**config.mk**
```make
export PLATFORM = sky130hd
export DESIGN_NAME = rmpm_top
export DESIGN_NICKNAME = d
export VERILOG_FILES = /design/src/common/rmpm_pkg.sv /design/src/rtl/rmpm_sync.sv /design/src/rtl/rmpm_top.sv
export SDC_FILE = /design/constraint.sdc
export NUM_CORES = 1
export LEC_CHECK = 0
export ABC_AREA = 1
export BUFFER_PORTS_ARGS = -buffer_cell sky130_fd_sc_hd__buf_2
export CORE_ASPECT_RATIO = 0.7
export CORE_MARGIN = 2
export CORE_UTILIZATION = 25
export CTS_CLUSTER_SIZE = 12
export DETAILED_ROUTE_END_ITERATION = 10
export GPL_TIMING_DRIVEN = 0
export PLACE_DENSITY = 0.51
export SLEW_MARGIN = 20
export SYNTH_ARGS = -nofsm -noshare
export SYNTH_HDL_FRONTEND = slang
export SYNTH_SLANG_ARGS = --single-unit
```
**constraint.sdc**
```tcl
create_clock -name aclk -period 3.9 [get_ports aclk]
set_clock_uncertainty 0.1 [all_clocks]
set_input_delay 0.39 -clock aclk [delete_from_list [all_inputs] [get_ports aclk]]
set_output_delay 0.39 -clock aclk [all_outputs]
set_load 0.02 [all_outputs]
```
**src/common/rmpm_pkg.sv**
```systemverilog
// Purpose: shared constants and types of the reset mode pin multiplexer
// Assumes: AXI4-Lite register bus, 32-bit data, byte addresses below
// Notes: all pin-facing enables are active high
package rmpm_pkg;
	localparam int unsigned RMPM_SYNC_STAGES = 2;
	localparam int unsigned RMPM_ADDR_W = 8;
	localparam int unsigned RMPM_N_INT = 6;

	// register byte offsets
	localparam logic [7:0] REG_CTRL = 8'h00;
	localparam logic [7:0] REG_GPIO_DIR = 8'h04;
	localparam logic [7:0] REG_GPIO_OUT = 8'h08;
	localparam logic [7:0] REG_GPIO_IN = 8'h0C;
	localparam logic [7:0] REG_MODE = 8'h10;
	localparam logic [7:0] REG_INT_STATUS = 8'h14;
	localparam logic [7:0] REG_INT_MASK = 8'h18;
	localparam logic [7:0] REG_ALT_FLAG = 8'h1C;
	localparam logic [7:0] REG_VECTOR = 8'h20;

	// field positions
	localparam int unsigned CTRL_ALT_BIT = 0;
	localparam int unsigned CTRL_CFG_EDGE_BIT = 1;
	localparam int unsigned ALT_FLAG_OUT_BIT = 0;
	localparam int unsigned ALT_FLAG_IN_BIT = 1;
	localparam int unsigned STRAP_MODE_C_BIT = 2;
	localparam int unsigned STRAP_MODE_D_BIT = 3;
	localparam int unsigned MODE_HOST_BIT = 4;
	localparam int unsigned MODE_ACK_OD_BIT = 5;

	// interrupt status bit positions
	localparam int unsigned INT_EDGE = 0;
	localparam int unsigned INT_LEVEL_A = 1;
	localparam int unsigned INT_LEVEL_B = 2;
	localparam int unsigned INT_CONFIG = 3;
	localparam int unsigned INT_ALT0 = 4;
	localparam int unsigned INT_ALT1 = 5;

	// reset values
	localparam logic [1:0] CTRL_RESET = 2'h0;
	localparam logic [7:0] GPIO_DIR_RESET = 8'h00;
	localparam logic [7:0] GPIO_OUT_RESET = 8'hFF;
	localparam logic [5:0] INT_MASK_RESET = 6'h00;
	localparam logic ALT_FLAG_OUT_RESET = 1'b1;

	localparam logic BUS_MODE_FULL = 1'b0;
	localparam logic BUS_MODE_HOST = 1'b1;

	localparam logic [15:0] VEC_BASE = 16'h0004;
	localparam logic [15:0] VEC_STRIDE = 16'h0004;

	localparam logic [1:0] AXI_OKAY = 2'h0;
	localparam logic [1:0] AXI_SLVERR = 2'h2;

	typedef struct packed {
		logic ack_open_drain;
		logic host_mode;
		logic [3:0] straps;
	} rmpm_mode_t;

	typedef struct packed {
		logic cfg_edge;
		logic alt_en;
	} rmpm_ctrl_t;

	typedef struct packed {
		logic sclk;
		logic rx_fsync;
		logic tx_fsync;
		logic tx_data;
	} rmpm_sp_pins_t;
endpackage : rmpm_pkg

```
**src/rtl/rmpm_sync.sv**
```systemverilog
// Purpose: multi-stage synchroniser for pin inputs
// Assumes: inputs are asynchronous to aclk
// Notes: no reset, so pins keep being sampled while aresetn is low
`timescale 1ns/1ps
module rmpm_sync #(
	parameter int unsigned WIDTH = 1,
	parameter int unsigned STAGES = 2
) (
	input wire logic aclk,
	input wire logic [WIDTH-1:0] din,
	output logic [WIDTH-1:0] dout
);
	logic [WIDTH-1:0] chain [STAGES];

	// only the next stage reads each stage; the last stage drives dout
	genvar s;
	generate
		for (s = 0; s < STAGES; s++) begin : g_stage
			if (s == 0) begin : g_first
				always_ff @(posedge aclk) begin
					chain[0] <= din;
				end
			end else begin : g_rest
				always_ff @(posedge aclk) begin
					chain[s] <= chain[s-1];
				end
			end
		end
	endgenerate

	assign dout = chain[STAGES-1];
endmodule : rmpm_sync

```
**src/rtl/rmpm_top.sv**
```systemverilog
// Purpose: reset-mode pin multiplexer with strap capture, flag I/O,
//          shared interrupt detection and serial port b alternate role
// Assumes: one clock aclk, synchronous active-low aresetn
// Notes: pin outputs and enables are registered, one cycle behind core
//
// Overview of operation
// - bus pin function fixed by reset straps
// - serial b pins switchable any time
// - shared pins: interrupt and flag together
// - straps read in reset, flags afterwards
// - unmasked asserted pin raises its vector
// - flag output drive also raises interrupt
// - control register field picks serial role
// - strap C: 0 full memory, 1 host
// - full mode: 14 address, 24 data
// - host mode: 16-bit host address/data bus
// - strap D picks ack open drain
// - alternate: fsyncs interrupts, data flags
// - serial clock usable in alternate role
//
// Chosen here: the AXI4-Lite slave port and the register addresses.
`timescale 1ns/1ps
module rmpm_top
	import rmpm_pkg::*;
#(
	parameter int unsigned ADDR_W = RMPM_ADDR_W
) (
	input wire logic aclk,
	input wire logic aresetn,
	// AXI4-Lite slave
	input wire logic [ADDR_W-1:0] s_axi_awaddr,
	input wire logic s_axi_awvalid,
	output logic s_axi_awready,
	input wire logic [31:0] s_axi_wdata,
	input wire logic [3:0] s_axi_wstrb,
	input wire logic s_axi_wvalid,
	output logic s_axi_wready,
	output logic [1:0] s_axi_bresp,
	output logic s_axi_bvalid,
	input wire logic s_axi_bready,
	input wire logic [ADDR_W-1:0] s_axi_araddr,
	input wire logic s_axi_arvalid,
	output logic s_axi_arready,
	output logic [31:0] s_axi_rdata,
	output logic [1:0] s_axi_rresp,
	output logic s_axi_rvalid,
	input wire logic s_axi_rready,
	output logic irq,
	output logic [15:0] int_vector,
	output rmpm_mode_t mode,
	// shared bus pins
	input wire logic [13:0] addr_pin_i,
	output logic [13:0] addr_pin_o,
	output logic [13:0] addr_pin_oe,
	input wire logic [23:0] data_pin_i,
	output logic [23:0] data_pin_o,
	output logic [23:0] data_pin_oe,
	// flag pins, bits 3..0 double as mode straps
	input wire logic [7:0] gpio_i,
	output logic [7:0] gpio_o,
	output logic [7:0] gpio_oe,
	// serial port b pins
	input wire rmpm_sp_pins_t serial_b_i,
	input wire logic serial_b_rx_data,
	output rmpm_sp_pins_t serial_b_o,
	output rmpm_sp_pins_t serial_b_oe,
	// core side, full memory personality
	input wire logic [13:0] ext_addr_bus,
	input wire logic ext_addr_oe,
	input wire logic [23:0] ext_data_out,
	input wire logic ext_data_oe,
	output logic [23:0] ext_data_bus,
	// core side, host personality
	input wire logic [15:0] host_ad_out,
	input wire logic host_ad_oe,
	input wire logic host_ack_n,
	output logic [15:0] host_addr_data_bus,
	output logic host_write_en_n,
	output logic host_read_en_n,
	output logic host_addr_latch,
	output logic host_select_n,
	// core side, serial port b
	input wire rmpm_sp_pins_t serial_b_core_o,
	input wire rmpm_sp_pins_t serial_b_core_oe,
	output rmpm_sp_pins_t serial_b_core_i,
	output logic serial_b_core_rx_data
);
	localparam int unsigned SYNC_W = 14 + 24 + 8 + 5;

	logic [SYNC_W-1:0] sync_out;
	logic [13:0] addr_s;
	logic [23:0] data_s;
	logic [7:0] gpio_s;
	rmpm_sp_pins_t sp_s;
	logic dr_s;

	rmpm_ctrl_t ctrl;
	logic [7:0] gpio_dir;
	logic [7:0] gpio_out;
	logic [5:0] int_status;
	logic [5:0] int_mask;
	logic alt_flag_out;

	logic aw_held;
	logic w_held;
	logic [ADDR_W-1:0] aw_addr_q;
	logic [31:0] w_data_q;
	logic w_lane0;
	logic do_write;
	logic rd_take;
	logic wr_hit;
	logic [31:0] rd_val;
	logic rd_hit;

	logic [5:0] int_lvl;
	logic [5:0] int_lvl_q;
	logic [5:0] int_edge_sel;
	logic [5:0] int_set;
	logic [5:0] int_clr;
	logic [7:0] flag_level;
	logic [15:0] next_vector;

	logic [13:0] next_addr_o;
	logic [13:0] next_addr_oe;
	logic [23:0] next_data_o;
	logic [23:0] next_data_oe;
	rmpm_sp_pins_t next_sp_o;
	rmpm_sp_pins_t next_sp_oe;

	rmpm_sync #(
		.WIDTH(SYNC_W),
		.STAGES(RMPM_SYNC_STAGES)
	) u_sync (
		.aclk(aclk),
		.din({addr_pin_i, data_pin_i, gpio_i, serial_b_i, serial_b_rx_data}),
		.dout(sync_out)
	);

	assign {addr_s, data_s, gpio_s, sp_s, dr_s} = sync_out;

	// straps follow the pins for as long as reset is held, so the value
	// kept is the one seen at the release edge
	always_ff @(posedge aclk) begin
		if (!aresetn) begin
			mode.straps <= gpio_s[3:0];
			mode.host_mode <= gpio_s[STRAP_MODE_C_BIT];
			mode.ack_open_drain <= gpio_s[STRAP_MODE_D_BIT];
		end
	end

	// register bus: write channel
	assign s_axi_awready = !aw_held && !s_axi_bvalid;
	assign s_axi_wready = !w_held && !s_axi_bvalid;
	assign do_write = aw_held && w_held;

	always_comb begin
		wr_hit = 1'b0;
		unique case ({aw_addr_q[7:2], 2'b00})
			REG_CTRL, REG_GPIO_DIR, REG_GPIO_OUT, REG_GPIO_IN, REG_MODE,
			REG_INT_STATUS, REG_INT_MASK, REG_ALT_FLAG,
			REG_VECTOR: wr_hit = 1'b1;
			default: wr_hit = 1'b0;
		endcase
	end

	always_ff @(posedge aclk) begin
		if (!aresetn) begin
			aw_held <= 1'b0;
			w_held <= 1'b0;
			aw_addr_q <= '0;
			w_data_q <= 32'h0000_0000;
			w_lane0 <= 1'b0;
			s_axi_bvalid <= 1'b0;
			s_axi_bresp <= AXI_OKAY;
		end else begin
			if (s_axi_awvalid && s_axi_awready) begin
				aw_held <= 1'b1;
				aw_addr_q <= s_axi_awaddr;
			end
			if (s_axi_wvalid && s_axi_wready) begin
				w_held <= 1'b1;
				w_data_q <= s_axi_wdata;
				w_lane0 <= s_axi_wstrb[0];
			end
			if (do_write) begin
				aw_held <= 1'b0;
				w_held <= 1'b0;
				s_axi_bvalid <= 1'b1;
				s_axi_bresp <= wr_hit ? AXI_OKAY : AXI_SLVERR;
			end else if (s_axi_bvalid && s_axi_bready) begin
				s_axi_bvalid <= 1'b0;
			end
		end
	end

	// writable registers; all fields sit in byte lane 0
	always_ff @(posedge aclk) begin
		if (!aresetn) begin
			ctrl <= CTRL_RESET;
			gpio_dir <= GPIO_DIR_RESET;
			gpio_out <= GPIO_OUT_RESET;
			int_mask <= INT_MASK_RESET;
			alt_flag_out <= ALT_FLAG_OUT_RESET;
		end else if (do_write && w_lane0) begin
			unique case ({aw_addr_q[7:2], 2'b00})
				REG_CTRL: ctrl <= w_data_q[1:0];
				REG_GPIO_DIR: gpio_dir <= w_data_q[7:0];
				REG_GPIO_OUT: gpio_out <= w_data_q[7:0];
				REG_INT_MASK: int_mask <= w_data_q[5:0];
				REG_ALT_FLAG: alt_flag_out <= w_data_q[ALT_FLAG_OUT_BIT];
				default: ;
			endcase
		end
	end

	// register bus: read channel
	assign s_axi_arready = !s_axi_rvalid;
	assign rd_take = s_axi_arvalid && s_axi_arready;

	always_comb begin
		rd_val = 32'h0000_0000;
		rd_hit = 1'b1;
		unique case ({s_axi_araddr[7:2], 2'b00})
			REG_CTRL: rd_val[1:0] = ctrl;
			REG_GPIO_DIR: rd_val[7:0] = gpio_dir;
			REG_GPIO_OUT: rd_val[7:0] = gpio_out;
			REG_GPIO_IN: rd_val[7:0] = gpio_s;
			REG_MODE: rd_val[5:0] = mode;
			REG_INT_STATUS: rd_val[5:0] = int_status;
			REG_INT_MASK: rd_val[5:0] = int_mask;
			REG_ALT_FLAG: begin
				rd_val[ALT_FLAG_OUT_BIT] = alt_flag_out;
				rd_val[ALT_FLAG_IN_BIT] = dr_s;
			end
			REG_VECTOR: rd_val[15:0] = int_vector;
			default: rd_hit = 1'b0;
		endcase
	end

	always_ff @(posedge aclk) begin
		if (!aresetn) begin
			s_axi_rvalid <= 1'b0;
			s_axi_rdata <= 32'h0000_0000;
			s_axi_rresp <= AXI_OKAY;
		end else if (rd_take) begin
			s_axi_rvalid <= 1'b1;
			s_axi_rdata <= rd_val;
			s_axi_rresp <= rd_hit ? AXI_OKAY : AXI_SLVERR;
		end else if (s_axi_rready) begin
			s_axi_rvalid <= 1'b0;
		end
	end

	// interrupt detection reads the level the pin carries, even when this
	// block drives it as a flag output; inputs are active low
	assign flag_level = (gpio_dir & gpio_out) | (~gpio_dir & gpio_s);
	assign int_lvl[3:0] = ~flag_level[7:4];
	assign int_lvl[INT_ALT0] = ctrl.alt_en && !sp_s.rx_fsync;
	assign int_lvl[INT_ALT1] = ctrl.alt_en && !sp_s.tx_fsync;
	assign int_edge_sel = {2'b11, ctrl.cfg_edge, 2'b00, 1'b1};
	assign int_set = (int_edge_sel & int_lvl & ~int_lvl_q)
		| (~int_edge_sel & int_lvl);
	assign int_clr = (rd_take && {s_axi_araddr[7:2], 2'b00} == REG_INT_STATUS)
		? int_status : 6'h00;

	always_ff @(posedge aclk) begin
		if (!aresetn) begin
			int_lvl_q <= 6'h00;
			int_status <= 6'h00;
		end else begin
			int_lvl_q <= int_lvl;
			// a new event in the clearing cycle survives the read
			int_status <= (int_status & ~int_clr) | int_set;
		end
	end

	// lowest index pending and unmasked wins the vector
	always_comb begin
		next_vector = 16'h0000;
		for (int i = RMPM_N_INT - 1; i >= 0; i--) begin
			if (int_status[i] && int_mask[i]) begin
				next_vector = VEC_BASE + 16'(i) * VEC_STRIDE;
			end
		end
	end

	always_ff @(posedge aclk) begin
		if (!aresetn) begin
			irq <= 1'b0;
			int_vector <= 16'h0000;
		end else begin
			irq <= |(int_status & int_mask);
			int_vector <= next_vector;
		end
	end

	// flag pins: direction and value straight from registers
	assign gpio_o = gpio_out;
	assign gpio_oe = gpio_dir;

	// bus pin personality
	always_comb begin
		next_addr_o = ext_addr_bus;
		next_addr_oe = {14{ext_addr_oe}};
		next_data_o = ext_data_out;
		next_data_oe = {24{ext_data_oe}};
		if (mode.host_mode == BUS_MODE_HOST) begin
			next_addr_o[13:1] = host_ad_out[12:0];
			next_addr_oe[13:1] = {13{host_ad_oe}};
			next_data_o[7:0] = {5'h00, host_ad_out[15:13]};
			next_data_oe[7:0] = {5'h00, {3{host_ad_oe}}};
			// strap D high: pull low only, otherwise drive both levels
			if (mode.ack_open_drain) begin
				next_data_o[3] = 1'b0;
				next_data_oe[3] = !host_ack_n;
			end else begin
				next_data_o[3] = host_ack_n;
				next_data_oe[3] = 1'b1;
			end
		end
	end

	// serial port b: clock always the core's, even in the alternate role
	always_comb begin
		next_sp_o = serial_b_core_o;
		next_sp_oe = serial_b_core_oe;
		if (ctrl.alt_en) begin
			next_sp_o.rx_fsync = 1'b0;
			next_sp_oe.rx_fsync = 1'b0;
			next_sp_o.tx_fsync = 1'b0;
			next_sp_oe.tx_fsync = 1'b0;
			next_sp_o.tx_data = alt_flag_out;
			next_sp_oe.tx_data = 1'b1;
		end
	end

	// pins float during reset
	always_ff @(posedge aclk) begin
		if (!aresetn) begin
			addr_pin_o <= 14'h0000;
			addr_pin_oe <= 14'h0000;
			data_pin_o <= 24'h00_0000;
			data_pin_oe <= 24'h00_0000;
			serial_b_o <= '0;
			serial_b_oe <= '0;
		end else begin
			addr_pin_o <= next_addr_o;
			addr_pin_oe <= next_addr_oe;
			data_pin_o <= next_data_o;
			data_pin_oe <= next_data_oe;
			serial_b_o <= next_sp_o;
			serial_b_oe <= next_sp_oe;
		end
	end

	// core-facing inputs; host controls idle outside host mode
	assign ext_data_bus = data_s;
	assign host_addr_data_bus = {data_s[2:0], addr_s[13:1]};
	assign host_write_en_n = mode.host_mode ? data_s[7] : 1'b1;
	assign host_read_en_n = mode.host_mode ? data_s[6] : 1'b1;
	assign host_addr_latch = mode.host_mode ? data_s[5] : 1'b0;
	assign host_select_n = mode.host_mode ? data_s[4] : 1'b1;
	assign serial_b_core_i = ctrl.alt_en
		? {sp_s.sclk, 3'b000}
		: sp_s;
	assign serial_b_core_rx_data = ctrl.alt_en ? 1'b0 : dr_s;
endmodule : rmpm_top

```
* Word-level counts from Yosys, hierarchy flattened
Memories as Yosys holds them, arrays and structs flattened. Index checks and enable logic that the tools add are counted.
Storage, ports and cells: input port bits 176, bits in writable memories 102, memories kept 1, output and inout bits 213, register bits after elaboration 167
Cells by class: bitwise logic cells 16, eq/ne operators 16, reductions and logical operators 42, multiplexer cells 33
Memories:
- u_sync.chain | depth 2, width 51, read ports 2, clocked after memory_dff 0, wr ports 2, line rmpm_sync.sv:13 | logic [WIDTH-1:0] chain [STAGES];
Operators with widths (count):
- equality test 6 x 3 -> 1 bit (second input constant) | 8
- AND 6 bit | 5
- case mux 4 bit (7 select lines) | 1
- two-way mux 13 bit | 2
- equality test 6 x 2 -> 1 bit (second input constant) | 4
- inverter 6 bit | 3
- case mux 2 bit (9 select lines) | 1
- OR reduction 9 bit | 2
- logical AND 1 bit | 17
- AND 8 bit | 2
- two-way mux 4 bit | 4
- two-way mux 1 bit | 15
- two-way mux 5 bit | 3
- equality test 6 x 1 -> 1 bit (second input constant) | 2
- equality test 6 x 4 -> 1 bit (second input constant) | 2
- zero test 6 bit | 2
- bitwise OR 6 bit | 2
- OR reduction 6 bit | 2
- AND reduction 2 bit | 5
- two-way mux 8 bit | 1
- inverter 8 bit | 1
- bitwise OR 8 bit | 1
- case mux 2 bit (4 select lines) | 1
- OR reduction 2 bit | 4
- other kinds (8) | 17

* Logic depth before layout (Yosys ltp)
Gate-level depths: netlist of the first run.
depth after elaboration 8, depth in mapped cells 10, depth with buffers taken out 9

* Hierarchy
From an unflattened synthesis of the first run, not the netlist that was laid out.
Second synthesis, totals: cell total of the unflattened synthesis 864, area, all modules 7833.8 µm²
Modules (own cells, without submodules):
- rmpm_top | cells an instance 711, instances 1, area an instance 5408.9 µm², seq. area each 2522.4 µm²
- rmpm_sync | cells an instance 153, instances 1, area an instance 2424.8 µm², seq. area each 2042.0 µm²

* Worst setup path before layout of the first run
Ideal clock, no wire load.
path kind flip-flop to output port, start reg, netlist name mode[2], end out host_addr_latch, arrival time 1218 ps, setup slack 2192 ps, stages on the path, launching flop included 5, data required time 3410 ps, path buffers 2, cells stage by stage edfxtp_1 -> clkbuf_1 -> buf_2 -> nand2_1 -> inv_1
RTL lines:
- end: declaration | line rmpm_top.sv:80 | output logic host_addr_latch,

==> impl_metrics.json, run 1 <==
{
  "wirelength_microns": 25450,
  "worstHoldEndpoint": "w_data_q[3]$_SDFFE_PN0P_",
  "die_area_sq_um": 32180,
  "grt_setup_unrepaired": "false",
  "rrSetupSlack_ps": 1610,
  "dp_hpwl_microns": 19220,
  "antenna_found_initial": 0,
  "first_iter_violations": 355,
  "ant_nets": 0,
  "grt_max_degree": 17,
  "drt-wirelength-per-cell_microns": 14.35,
  "die_y_microns": 150.7,
  "die_w_microns": 213.5,
  "dp.cells": 1623,
  "r2r-end": "addr_pin_o[3]$_SDFF_PN0_",
  "synth_cell_types": 34,
  "critPathTopFamily": "buffers and inverters",
  "overflow": 0,
  "antenna_cells": 0,
  "cp-start-kind": "register",
  "hold_depth": 3,
  "clk_pin_slew_ps": 60,
  "vias_per_cell": 3.970,
  "post-route-drc-count": 0,
  "fin_nets": 1524,
  "drtPass1Iterations": 6,
  "drive_above_1_share": 0.3666,
  "synth-seq-cells": 224,
  "io_buffers": 316,
  "hold_path.class": "primary input to register",
  "reg2reg_depth": 5,
  "peakVddDrop_v": 0.0002823,
  "relSlewSlack": 0.5110,
  "cts_sinks": 224,
  "hold_viol_final": 0,
  "vias": 7038,
  "grt_pass1_wl_microns": 36550,
  "core-area_sq_um": 30110,
  "yosysSeqAreaShare": 0.5888,
  "cts_buffers": 25,
  "ios": 389,
  "worstHoldStart": "s_axi_wdata[3]",
  "worstMarginPinSlew_ps": 733.5,
  "cts_tree": "built",
  "max_stage_delay_ps": 560,
  "first_global_vias": 6538,
  "fin_crit_ps": 2655,
  "cp.arrival_ps": 2160,
  "gp_congestion": 0.9117,
  "tns_ps": 0,
  "critPathKind": "register to output pin",
  "fin_crit_sh": 0.6807,
  "initial_core_util": 0.2552,
  "p_per_area_nw_per_um2": 459.9,
  "cp_slowest_cell": "edfxtp_1",
  "synthesis.instances": 857,
  "ys.warnings.count": 0,
  "setup_slack_ps": 1245,
  "status": "finished clean",
  "critical_path_buf_inv_count": 3,
  "fmax_mhz": 376.7,
  "cts-root-buf": "clkbuf_16",
  "ctsLongestPathBuffers": 3,
  "setup_violations": 0,
  "h-tree-depth": 1,
  "cp-end-kind": "output pin",
  "track_usage": 0.1501,
  "area_growth_pct": 53.77,
  "layout.cells.non_filler": 1773,
  "syn_area_sq_um": 7684,
  "pre_cts_ws_ps": 1554,
  "rows": 53,
  "maxCapViolCount": 0,
  "leakage_nw": 6.076,
  "crit-reg2reg-launch": "mode[2]$_DFFE_PN_",
  "clkLatencyLatePin_ps": 520,
  "slew_violations": 0,
  "crit_required_ps": 3410,
  "worstPathCellList": "inv_1 -> clkbuf_1 -> or2_2 -> buf_2",
  "cp_max_fo": 10,
  "cts.repair.resized": 0,
  "syn_area_per_cell_sq_um": 8.966
}
## per-stage QoR
step           hold WS, ps  total power, W  instance area [sq um]  utilization
2_1_floorplan        209.6        0.002867                   7826            -
3_3_place_gp         209.8        0.003093                   9923       0.3296
3_5_place_dp         212.1        0.003100                   9923       0.3296
4_1_cts             0.4663        0.005526                  11810       0.3924
5_1_grt              9.560        0.005686                  11820       0.3924
6_report             24.06        0.005434                  11820       0.3924
## cells in the final DEF (no fill, tap or decap), types with 2 or more instances in the layout
cell / Yosys / routed
inv_2: 3 / 3
clkbuf_1: 9 / 14
nor2_2: 6 / 6
buf_4: 117 / 117
conb_1: 1 / 39
clkinv_2: 0 / 3
buf_2: 6 / 322
clkbuf_8: 0 / 3
nand3_2: 2 / 2
a21oi_1: 51 / 51
nand2_2: 4 / 4
clkbuf_16: 0 / 27
nor2_1: 89 / 89
o211ai_1: 3 / 3
dfxtp_1: 220 / 220
dlygate4sd3_1: 0 / 110
nand3_1: 35 / 35
inv_1: 68 / 68
o21ai_0: 34 / 34
or2_2: 4 / 4
nand2_1: 158 / 158
o31ai_1: 3 / 3
nand4_1: 18 / 18
edfxtp_1: 4 / 4
nor3_1: 2 / 2
buf_1: 6 / 5
nor2_4: 3 / 3
## cell families (layout without fill, tap and decap cells)
| group | Yosys count | count (layout) | share of synthesized area |
|---|---|---|---|
| simple gates | 324 | 324 | 0.1804 |
| compound gates | 97 | 97 | 0.06709 |
| mux | 1 | 1 | 0.001465 |
| other cells | 1 | 39 | 0.0004881 |
| buf+inv | 210 | 676 | 0.1617 |
| flops | 224 | 224 | 0.5888 |
## how the worst max path moves through the flow
stage,from,endpoint,slack [ps],depth (start not counted)
floorplan,mode[2]$_DFFE_PN_,host_addr_latch,2190,4
global placement,aresetn,mode[0]$_DFFE_PN_,1560,3
detailed placement,aresetn,mode[2]$_DFFE_PN_,1550,3
CTS,mode[2]$_DFFE_PN_,host_select_n,1090,4
global route,mode[2]$_DFFE_PN_,host_select_n,1040,4
finish,mode[2]$_DFFE_PN_,host_select_n,1250,4
## area by class of cell
class                      count  area (sq um)
tap                          412         515.5
timing repair buffer         426          2683
buffer                       139         977.2
sequential                   224          4524
multi-input combinational    461          2059
clock inverter                 5         53.80
fill                        3109         18290
clock buffer                  35         735.7
inverter                      71         266.5
## cell usage after synthesis
cell,n,share of area
buf_6,1,0.0015
dfxtp_1,220,0.57
nor4_1,1,0.00081
nand3b_1,1,0.00098
nor3_1,2,0.0013
a22oi_1,1,0.00098
nor2_1,89,0.043
buf_1,6,0.0029
clkbuf_1,9,0.0044
nand2_2,4,0.0033
inv_2,3,0.0015
nand2_1,158,0.077
mux2_2,1,0.0015
a21oi_1,51,0.033
a41oi_1,1,0.0011
edfxtp_1,4,0.016
a32o_1,1,0.0013
o21ai_0,34,0.022
o22ai_1,1,0.00081
inv_1,68,0.033
nand3_2,2,0.0026
o21ai_1,1,0.00065
or2_2,4,0.0033
o211ai_1,3,0.0029
nor2_2,6,0.0049
o21a_1,1,0.00098
nor2_4,3,0.0044
buf_2,6,0.0039
nand3_1,35,0.023
conb_1,1,0.00049
nand4_1,18,0.015
buf_4,117,0.11
o31ai_1,3,0.0029
or2_1,1,0.00081
## metal layers
metal | GRT usage | share of wire | wire length [microns]
met1 | 0.1877 | 0.43 | 10920
met2 | 0.2477 | 0.46 | 11620
met3 | 0.04631 | 0.090 | 2286
met4 | 0.04583 | 0.024 | 622
met5 | 0 | 0 | 0
## what timing repair did
| item | in CTS | in global routing |
|---|---|---|
| endpoints found under the setup margin | 0 | 0 |
| endpoints found under the hold margin | 100 | 0 |
| hold buffers | 110 | 0 |
| setup buffers | 0 | 0 |
## power breakdown
part / internal (W) / total (W) / switching, W
Sequential: 0.00241 / 0.00246 / 0.0000532
Clock: 0.00137 / 0.00230 / 0.000927
Combinational: 0.000306 / 0.000674 / 0.000368
Total: 0.00409 / 0.00543 / 0.00135
## sequential cells by signal, indices dropped and copies added (netlist names), 3 cells and up
| signal | count |
|---|---|
| serial_b_o | 4 |
| int_vector | 3 |
| w_data_q | 8 |
| u_sync.chain | 100 |
| serial_b_oe | 4 |
| data_pin_o | 24 |
| data_pin_oe | 4 |
| int_status | 6 |
| gpio_o | 8 |
| aw_addr_q | 6 |
| mode | 4 |
| gpio_oe | 8 |
| int_lvl_q | 4 |
| int_mask | 6 |
| addr_pin_o | 14 |
| s_axi_rdata | 8 |
## tightest hold or removal path, cell delays in order
cell and delay [ps]:
buf_2 70, o21ai_0 70, nor2_1 80
No activity file was read; power rests on OpenSTA's default activity.
==> run 2: changes to the inputs <==
--- a/config.mk
+++ b/config.mk
@@ -5,7 +5,7 @@
 export SDC_FILE = /design/constraint.sdc
 export NUM_CORES = 1
 export LEC_CHECK = 0
-export ABC_AREA = 1
+export ABC_AREA = 0
 export BUFFER_PORTS_ARGS = -buffer_cell sky130_fd_sc_hd__buf_2
 export CORE_ASPECT_RATIO = 0.7
 export CORE_MARGIN = 2
==> constraint.sdc (replaced) <==
create_clock -name aclk -period 2.5 [get_ports aclk]
set_clock_uncertainty 0.1 [all_clocks]
set_input_delay 0.25 -clock aclk [delete_from_list [all_inputs] [get_ports aclk]]
set_output_delay 0.25 -clock aclk [all_outputs]
set_load 0.02 [all_outputs]
==> run 2 against run 1 <==
Die area decreased by 0.56%. Largest power group unchanged. Highest routed layer is now met5. Synthesized cell count down 19%. Total power up 52%. Via count fell by 8.2%. Synthesized area is 0.57% lower. Combinational power increased by 62%. Critical path depth is 1 lower. Cell area increased by 1.3%. Register-to-register slack lost 1300 ps. Sequential power up 56%.
==> impl_metrics.json, run 2 <==
{
  "syn_area_per_cell_sq_um": 10.96,
  "dr_wl_met3_microns": 2170,
  "fin_nets": 1389,
  "synth_top_family_by_area": "buffers and inverters",
  "cts-root-buf": "clkbuf_16",
  "synth.area.mux_share": 0.08402,
  "drtPass1Iterations": 4,
  "fin_crit_sh": 0.9078,
  "cp_max_fo": 10,
  "overflow": 0,
  "regMostFlops": "u_sync.chain",
  "synth_cell_types": 50,
  "p_per_area_nw_per_um2": 691.0,
  "synth_top_area_frac": 0.5765,
  "crit_required_ps": 2150,
  "dp_hpwl_microns": 17900,
  "cts_buffers": 25,
  "tns_ps": 0,
  "setup_slack_ps": 230.4,
  "first_iter_violations": 293,
  "relSlewSlack": 0.2825,
  "pre_cts_ws_ps": -368.4,
  "die_area_sq_um": 32000,
  "synthesis.instances": 697,
  "critPathKind": "register to output pin",
  "clkLatencyLatePin_ps": 530,
  "grt_setup_unrepaired": "false",
  "status": "finished clean",
  "die_w_microns": 212.9,
  "vias_per_cell": 3.936,
  "wirelength_microns": 24540,
  "p_sw_frac": 0.2544,
  "peakVddDrop_v": 0.0004154,
  "synth-edff-count": 4,
  "ctsLongestPathBuffers": 3,
  "synth-seq-cells": 224,
  "synth_area_leader_cell": "dfxtp_1",
  "track_usage": 0.1450,
  "top_layer": "met5",
  "cts_tree": "built",
  "synth_commonest_cells": "220 x dfxtp_1, 116 x buf_4, 54 x mux2i_1",
  "synth_fa_ha_area_frac": 0,
  "layout_common_cells": "319 x buf_2, 220 x dfxtp_1, 136 x dlygate4sd3_1",
  "core-area_sq_um": 30040,
  "wl_met2_microns": 10930,
  "drt-met1-wl_microns": 10870,
  "clkPwrFrac": 0.404,
  "p_sw_w": 0.002103,
  "setup_violations": 0,
  "ys.warnings.count": 0,
  "max_stage_delay_ps": 600,
  "synthFlopType": "dfxtp_1",
  "ios": 389,
  "synth-async-reset-ratio": 0,
  "cts_setup_buffers": 0,
  "grt_max_degree": 17,
  "clk_pin_slew_ps": 60,
  "maxCapViolCount": 0,
  "die_y_microns": 150.3,
  "first_global_vias": 6157,
  "syn_area_sq_um": 7640,
  "largest_reg_flops": 100,
  "rows": 53,
  "antenna_found_initial": 2,
  "power.internal_w": 0.006165,
  "vias": 6463,
  "worstMarginPinSlew_ps": 1076,
  "hold_path.class": "primary input to register",
  "synth_xor_area_frac": 0,
  "grt_pass1_wl_microns": 35110,
  "cp-start-kind": "register",
  "holdWs_ps": 92.84,
  "initial_core_util": 0.2543,
  "drive_above_1_share": 0.3979,
  "area_growth_pct": 56.62,
  "cp_slowest_cell": "clkbuf_1",
  "cts_sinks": 224,
  "power_frac_seq": 0.464,
  "yosys.area_share.simple": 0.1268,
  "worstPathCellList": "clkbuf_1 -> nand2b_1 -> buf_2",
  "drt-wirelength-per-cell_microns": 14.95,
  "synth.most_common_cell": "dfxtp_1",
  "cp-end-kind": "output pin",
  "p_comb_frac": 0.131,
  "cp.arrival_ps": 1920,
  "io_buffers": 315,
  "yosysSeqAreaShare": 0.5922,
  "fin_crit_ps": 2270,
  "ant_nets": 0,
  "fmax_mhz": 440.6,
  "leakage_nw": 5.766,
  "post-route-drc-count": 0,
  "h-tree-depth": 1,
  "reg.largest.list": "u_sync.chain: 100 flops, data_pin_o: 24 flops, addr_pin_o: 14 flops",
  "synth_compound_area_frac": 0.06518,
  "synthTopCellsByArea": "dfxtp_1 58%, buf_4 11%, mux2i_1 7.1%, and2_1 2.6%, nor2_1 2.6%",
  "hold_viol_final": 0,
  "slew_violations": 0,
  "layout_commonest_cell": "buf_2",
  "gp_congestion": 0.8559
}
run 2: cell types whose count changed after synthesis, moves of 26 or more:
cell and delta:
and2_1 +32, o21ai_0 -26, nand2_1 -113, mux2i_1 +54, nor2_1 -37, inv_1 -64
run 2: final cells by class:
type / instances / area [sq um]
Buffer: 141 / 985.9
Sequential cell: 224 / 4524
Tap cell: 412 / 515.5
Clock buffer: 35 / 673.1
Clock inverter: 8 / 52.55
Multi-Input combinational cell: 365 / 2255
Antenna cell: 1 / 2.502
Inverter: 5 / 18.77
Timing Repair Buffer: 451 / 2938
Fill cell: 3006 / 18070
run 2: per-layer routing:
| metal | track usage | vias up |
|---|---|---|
| met5 | 0 | - |
| met3 | 0.04693 | 44 |
| met2 | 0.2282 | 237 |
| li1 | - | 3205 |
| met1 | 0.1922 | 2975 |
| met4 | 0.03601 | 2 |
run 2: path summary, 6_finish.rpt:
check	depth (start not counted)	to	slack, ps	startpoint
worst max-delay path	3	host_select_n	230	mode[2]$_DFFE_PN_
worst min-delay path	4	s_axi_rdata[3]$_SDFFE_PN0P_	90	s_axi_araddr[7]
worst max register to register	4	addr_pin_o[13]$_SDFF_PN0_	330	mode[2]$_DFFE_PN_
worst min register to register	0	u_sync.chain[0][85]$_DFF_P_	220	u_sync.chain[0][34]$_DFF_P_
run 2: repair_timing:
| item | CTS | global route |
|---|---|---|
| hold buffers | 136 | 0 |
| setup endpoints to repair | 0 | 1 |
| endpoints found under the hold margin | 120 | 0 |
| gates resized for setup | 0 | 1 |
run 2: metrics by stage:
| stage | instances | utilization | total power (W) | cell area [sq um] |
|---|---|---|---|---|
| global placement | 1462 | 0.3287 | 0.004815 | 9874 |
| CTS | 1641 | 0.3982 | 0.008412 | 11960 |
| floorplan | 735 | - | 0.004470 | 7782 |
| global route | 1642 | 0.3983 | 0.008642 | 11970 |
| detailed placement | 1462 | 0.3287 | 0.004824 | 9874 |
| finish | 1642 | 0.3983 | 0.008268 | 11970 |
run 2: cell families after synthesis:
group           after synthesis
mux                          62
buf+inv                     146
flops                       224
compound gates               79
other cells                   1
simple gates                185
run 2: power by group through the flow:
stage	clock [W]	combinational [W]	sequential (W)
floorplan	0	0.000505	0.00397
global route	0.00362	0.00117	0.00386
finish	0.00334	0.00109	0.00384
CTS	0.00349	0.00108	0.00384
detailed placement	0	0.000907	0.00392
global placement	0	0.000903	0.00391
run 2: critical path, delay by kind of cell (launching register included):
| kind | cells | cell delay (ps) |
|---|---|---|
| buffers and inverters | 2 | 790 |
| DFF | 1 | 480 |
| and+or+nand+nor | 1 | 120 |
==> run 3: changes to the inputs <==
--- a/config.mk
+++ b/config.mk
@@ -8,7 +8,7 @@
 export ABC_AREA = 0
 export BUFFER_PORTS_ARGS = -buffer_cell sky130_fd_sc_hd__buf_2
 export CORE_ASPECT_RATIO = 0.7
-export CORE_MARGIN = 2
+export CORE_MARGIN = 4
 export CORE_UTILIZATION = 25
 export CTS_CLUSTER_SIZE = 12
 export DETAILED_ROUTE_END_ITERATION = 10
==> run 3 against run 2 <==
Via count increased by 0.45%. Critical endpoint is now host_read_en_n. Sequential share of layout area decreased by 0.13 points. Critical path type unchanged. Setup slack improved by 7.1 ps. Cell area increased by 0.36%.
==> impl_metrics.json, run 3 (synthesis results as in run 2) <==
{
  "core-area_sq_um": 30040,
  "overflow": 0,
  "grt_pass1_wl_microns": 37490,
  "vias_per_cell": 3.961,
  "pre_cts_ws_ps": -321.0,
  "cp-end-kind": "output pin",
  "vias": 6492,
  "fin_crit_sh": 0.9050,
  "fmax_mhz": 442.0,
  "cts_buffers": 25,
  "grt_setup_unrepaired": "false",
  "drive_above_1_share": 0.4013,
  "post-route-drc-count": 0,
  "ios": 389,
  "gp_congestion": 0.8562,
  "worstHoldStart": "s_axi_araddr[6]",
  "critical_path_buf_inv_count": 2,
  "grt_max_degree": 17,
  "cp_max_fo": 10,
  "crit_required_ps": 2150,
  "peakVddDrop_v": 0.0004406,
  "cts_sinks": 224,
  "h-tree-depth": 1,
  "wirelength_microns": 25310,
  "die_area_sq_um": 33470,
  "die_w_microns": 216.9,
  "cts_tree": "built",
  "layout_commonest_cell": "buf_2",
  "p_per_area_nw_per_um2": 701.7,
  "fin_crit_ps": 2263,
  "layout_common_cells": "319 x buf_2, 220 x dfxtp_1, 136 x dlygate4sd3_1",
  "setup_slack_ps": 237.5,
  "total_power_w": 0.008426,
  "fin_nets": 1389,
  "first_iter_violations": 310,
  "largest_reg_flops": 100,
  "status": "finished clean",
  "max_stage_delay_ps": 590,
  "dp_hpwl_microns": 18430,
  "first_global_vias": 6506,
  "worstPathCellList": "clkbuf_1 -> nand2b_1 -> buf_2",
  "drt-wirelength-per-cell_microns": 15.44,
  "fill_cells": 2964,
  "drtPass1Iterations": 5,
  "io_buffers": 315,
  "regMostFlops": "u_sync.chain",
  "worstMarginPinSlew_ps": 813.0,
  "hold_path.class": "primary input to register",
  "maxCapViolCount": 0,
  "setup_violations": 0,
  "critPathKind": "register to output pin",
  "track_usage": 0.1436,
  "cp_slowest_cell": "clkbuf_1",
  "cts_setup_buffers": 0,
  "cp-start-kind": "register",
  "clk_pin_slew_ps": 60,
  "die_y_microns": 154.3,
  "slew_violations": 0,
  "antenna_found_initial": 2,
  "cts-root-buf": "clkbuf_16",
  "ant_nets": 0,
  "leakage_nw": 5.802,
  "reg.largest.list": "u_sync.chain: 100 flops, data_pin_o: 24 flops, addr_pin_o: 14 flops",
  "relSlewSlack": 0.4580,
  "clkLatencyLatePin_ps": 520,
  "critPathTopFamily": "buffers and inverters",
  "initial_core_util": 0.2543,
  "rows": 53,
  "cp-startpoint": "mode[2]$_DFFE_PN_",
  "hold_viol_final": 0,
  "area_growth_pct": 57.17,
  "ctsLongestPathBuffers": 3,
  "cp.arrival_ps": 1910,
  "crit-reg2reg-launch": "mode[2]$_DFFE_PN_"
}
run 3: cell count changes in the layout (fill, tap and decap cells not counted), sizes merged:
cell      previous run  this run
clkbuf              53        51
clkinvlp             2         0
bufinv               0         1
clkinv               5         4
inv                  6         7
run 3: worst reg2reg max path, cell delays in order, from the launching register on:
cell and delay (ps):
edfxtp_1 500, clkbuf_1 590, mux2i_1 300, dlygate4sd3_1 580, nor2_1 40
run 3: worst paths after layout:
kind / endpoint / slack, ps / cells after the start
setup / recovery: host_read_en_n / 240 / 3
setup reg to reg: addr_pin_o[13]$_SDFF_PN0_ / 250 / 4
hold / removal: s_axi_rdata[4]$_SDFFE_PN0P_ / 100 / 4
hold reg to reg: u_sync.chain[0][67]$_DFF_P_ / 220 / 0
run 3: report_power, final:
| group | leakage [nW] | total, W | switching (W) | internal [W] |
|---|---|---|---|---|
| clock network | 0.382 | 0.00350 | 0.00145 | 0.00205 |
| registers | 1.87 | 0.00384 | 0.0000848 | 0.00375 |
| logic | 3.55 | 0.00109 | 0.000555 | 0.000536 |
| total | 5.80 | 0.00843 | 0.00209 | 0.00634 |
run 3: per-stage QoR:
step	cell area (sq um)	setup TNS [ps]	util	std cells	hold WS, ps
2_1_floorplan	7782	0	-	735	177.7
3_3_place_gp	9874	-4886	0.3287	1462	209.9
3_5_place_dp	9874	-3708	0.3287	1462	212.1
4_1_cts	12000	0	0.3996	1638	52.80
5_1_grt	12010	0	0.3996	1638	141.7
6_report	12010	0	0.3997	1639	100.7
run 3: timing repair:
| item | CTS | global route |
|---|---|---|
| hold buffers | 136 | 0 |
| resized for setup | 0 | 1 |
| endpoints found under the hold margin | 120 | 0 |
| setup endpoints to repair | 0 | 1 |
run 3: final cells by class:
cell class,count,area [sq um],area share
Sequential cell,224,4524,0.3768
Timing Repair Buffer,451,2938,0.2447
Multi-Input combinational cell,365,2255,0.1878
Buffer,141,987.2,0.08221
Clock buffer,33,695.7,0.05793
Tap cell,412,515.5,0.04293
Clock inverter,7,71.32,0.005939
Inverter,5,18.77,0.001563
Antenna cell,1,2.502,0.0002084
run 3: per-layer routing:
metal / track usage / routed length, microns / up-vias
met3: 0.05067 / 2347 / 53
met2: 0.2317 / 11330 / 268
met1: 0.1819 / 10800 / 2962
li1: - / - / 3205
met5: 0 / 21 / -
met4: 0.04328 / 812 / 4
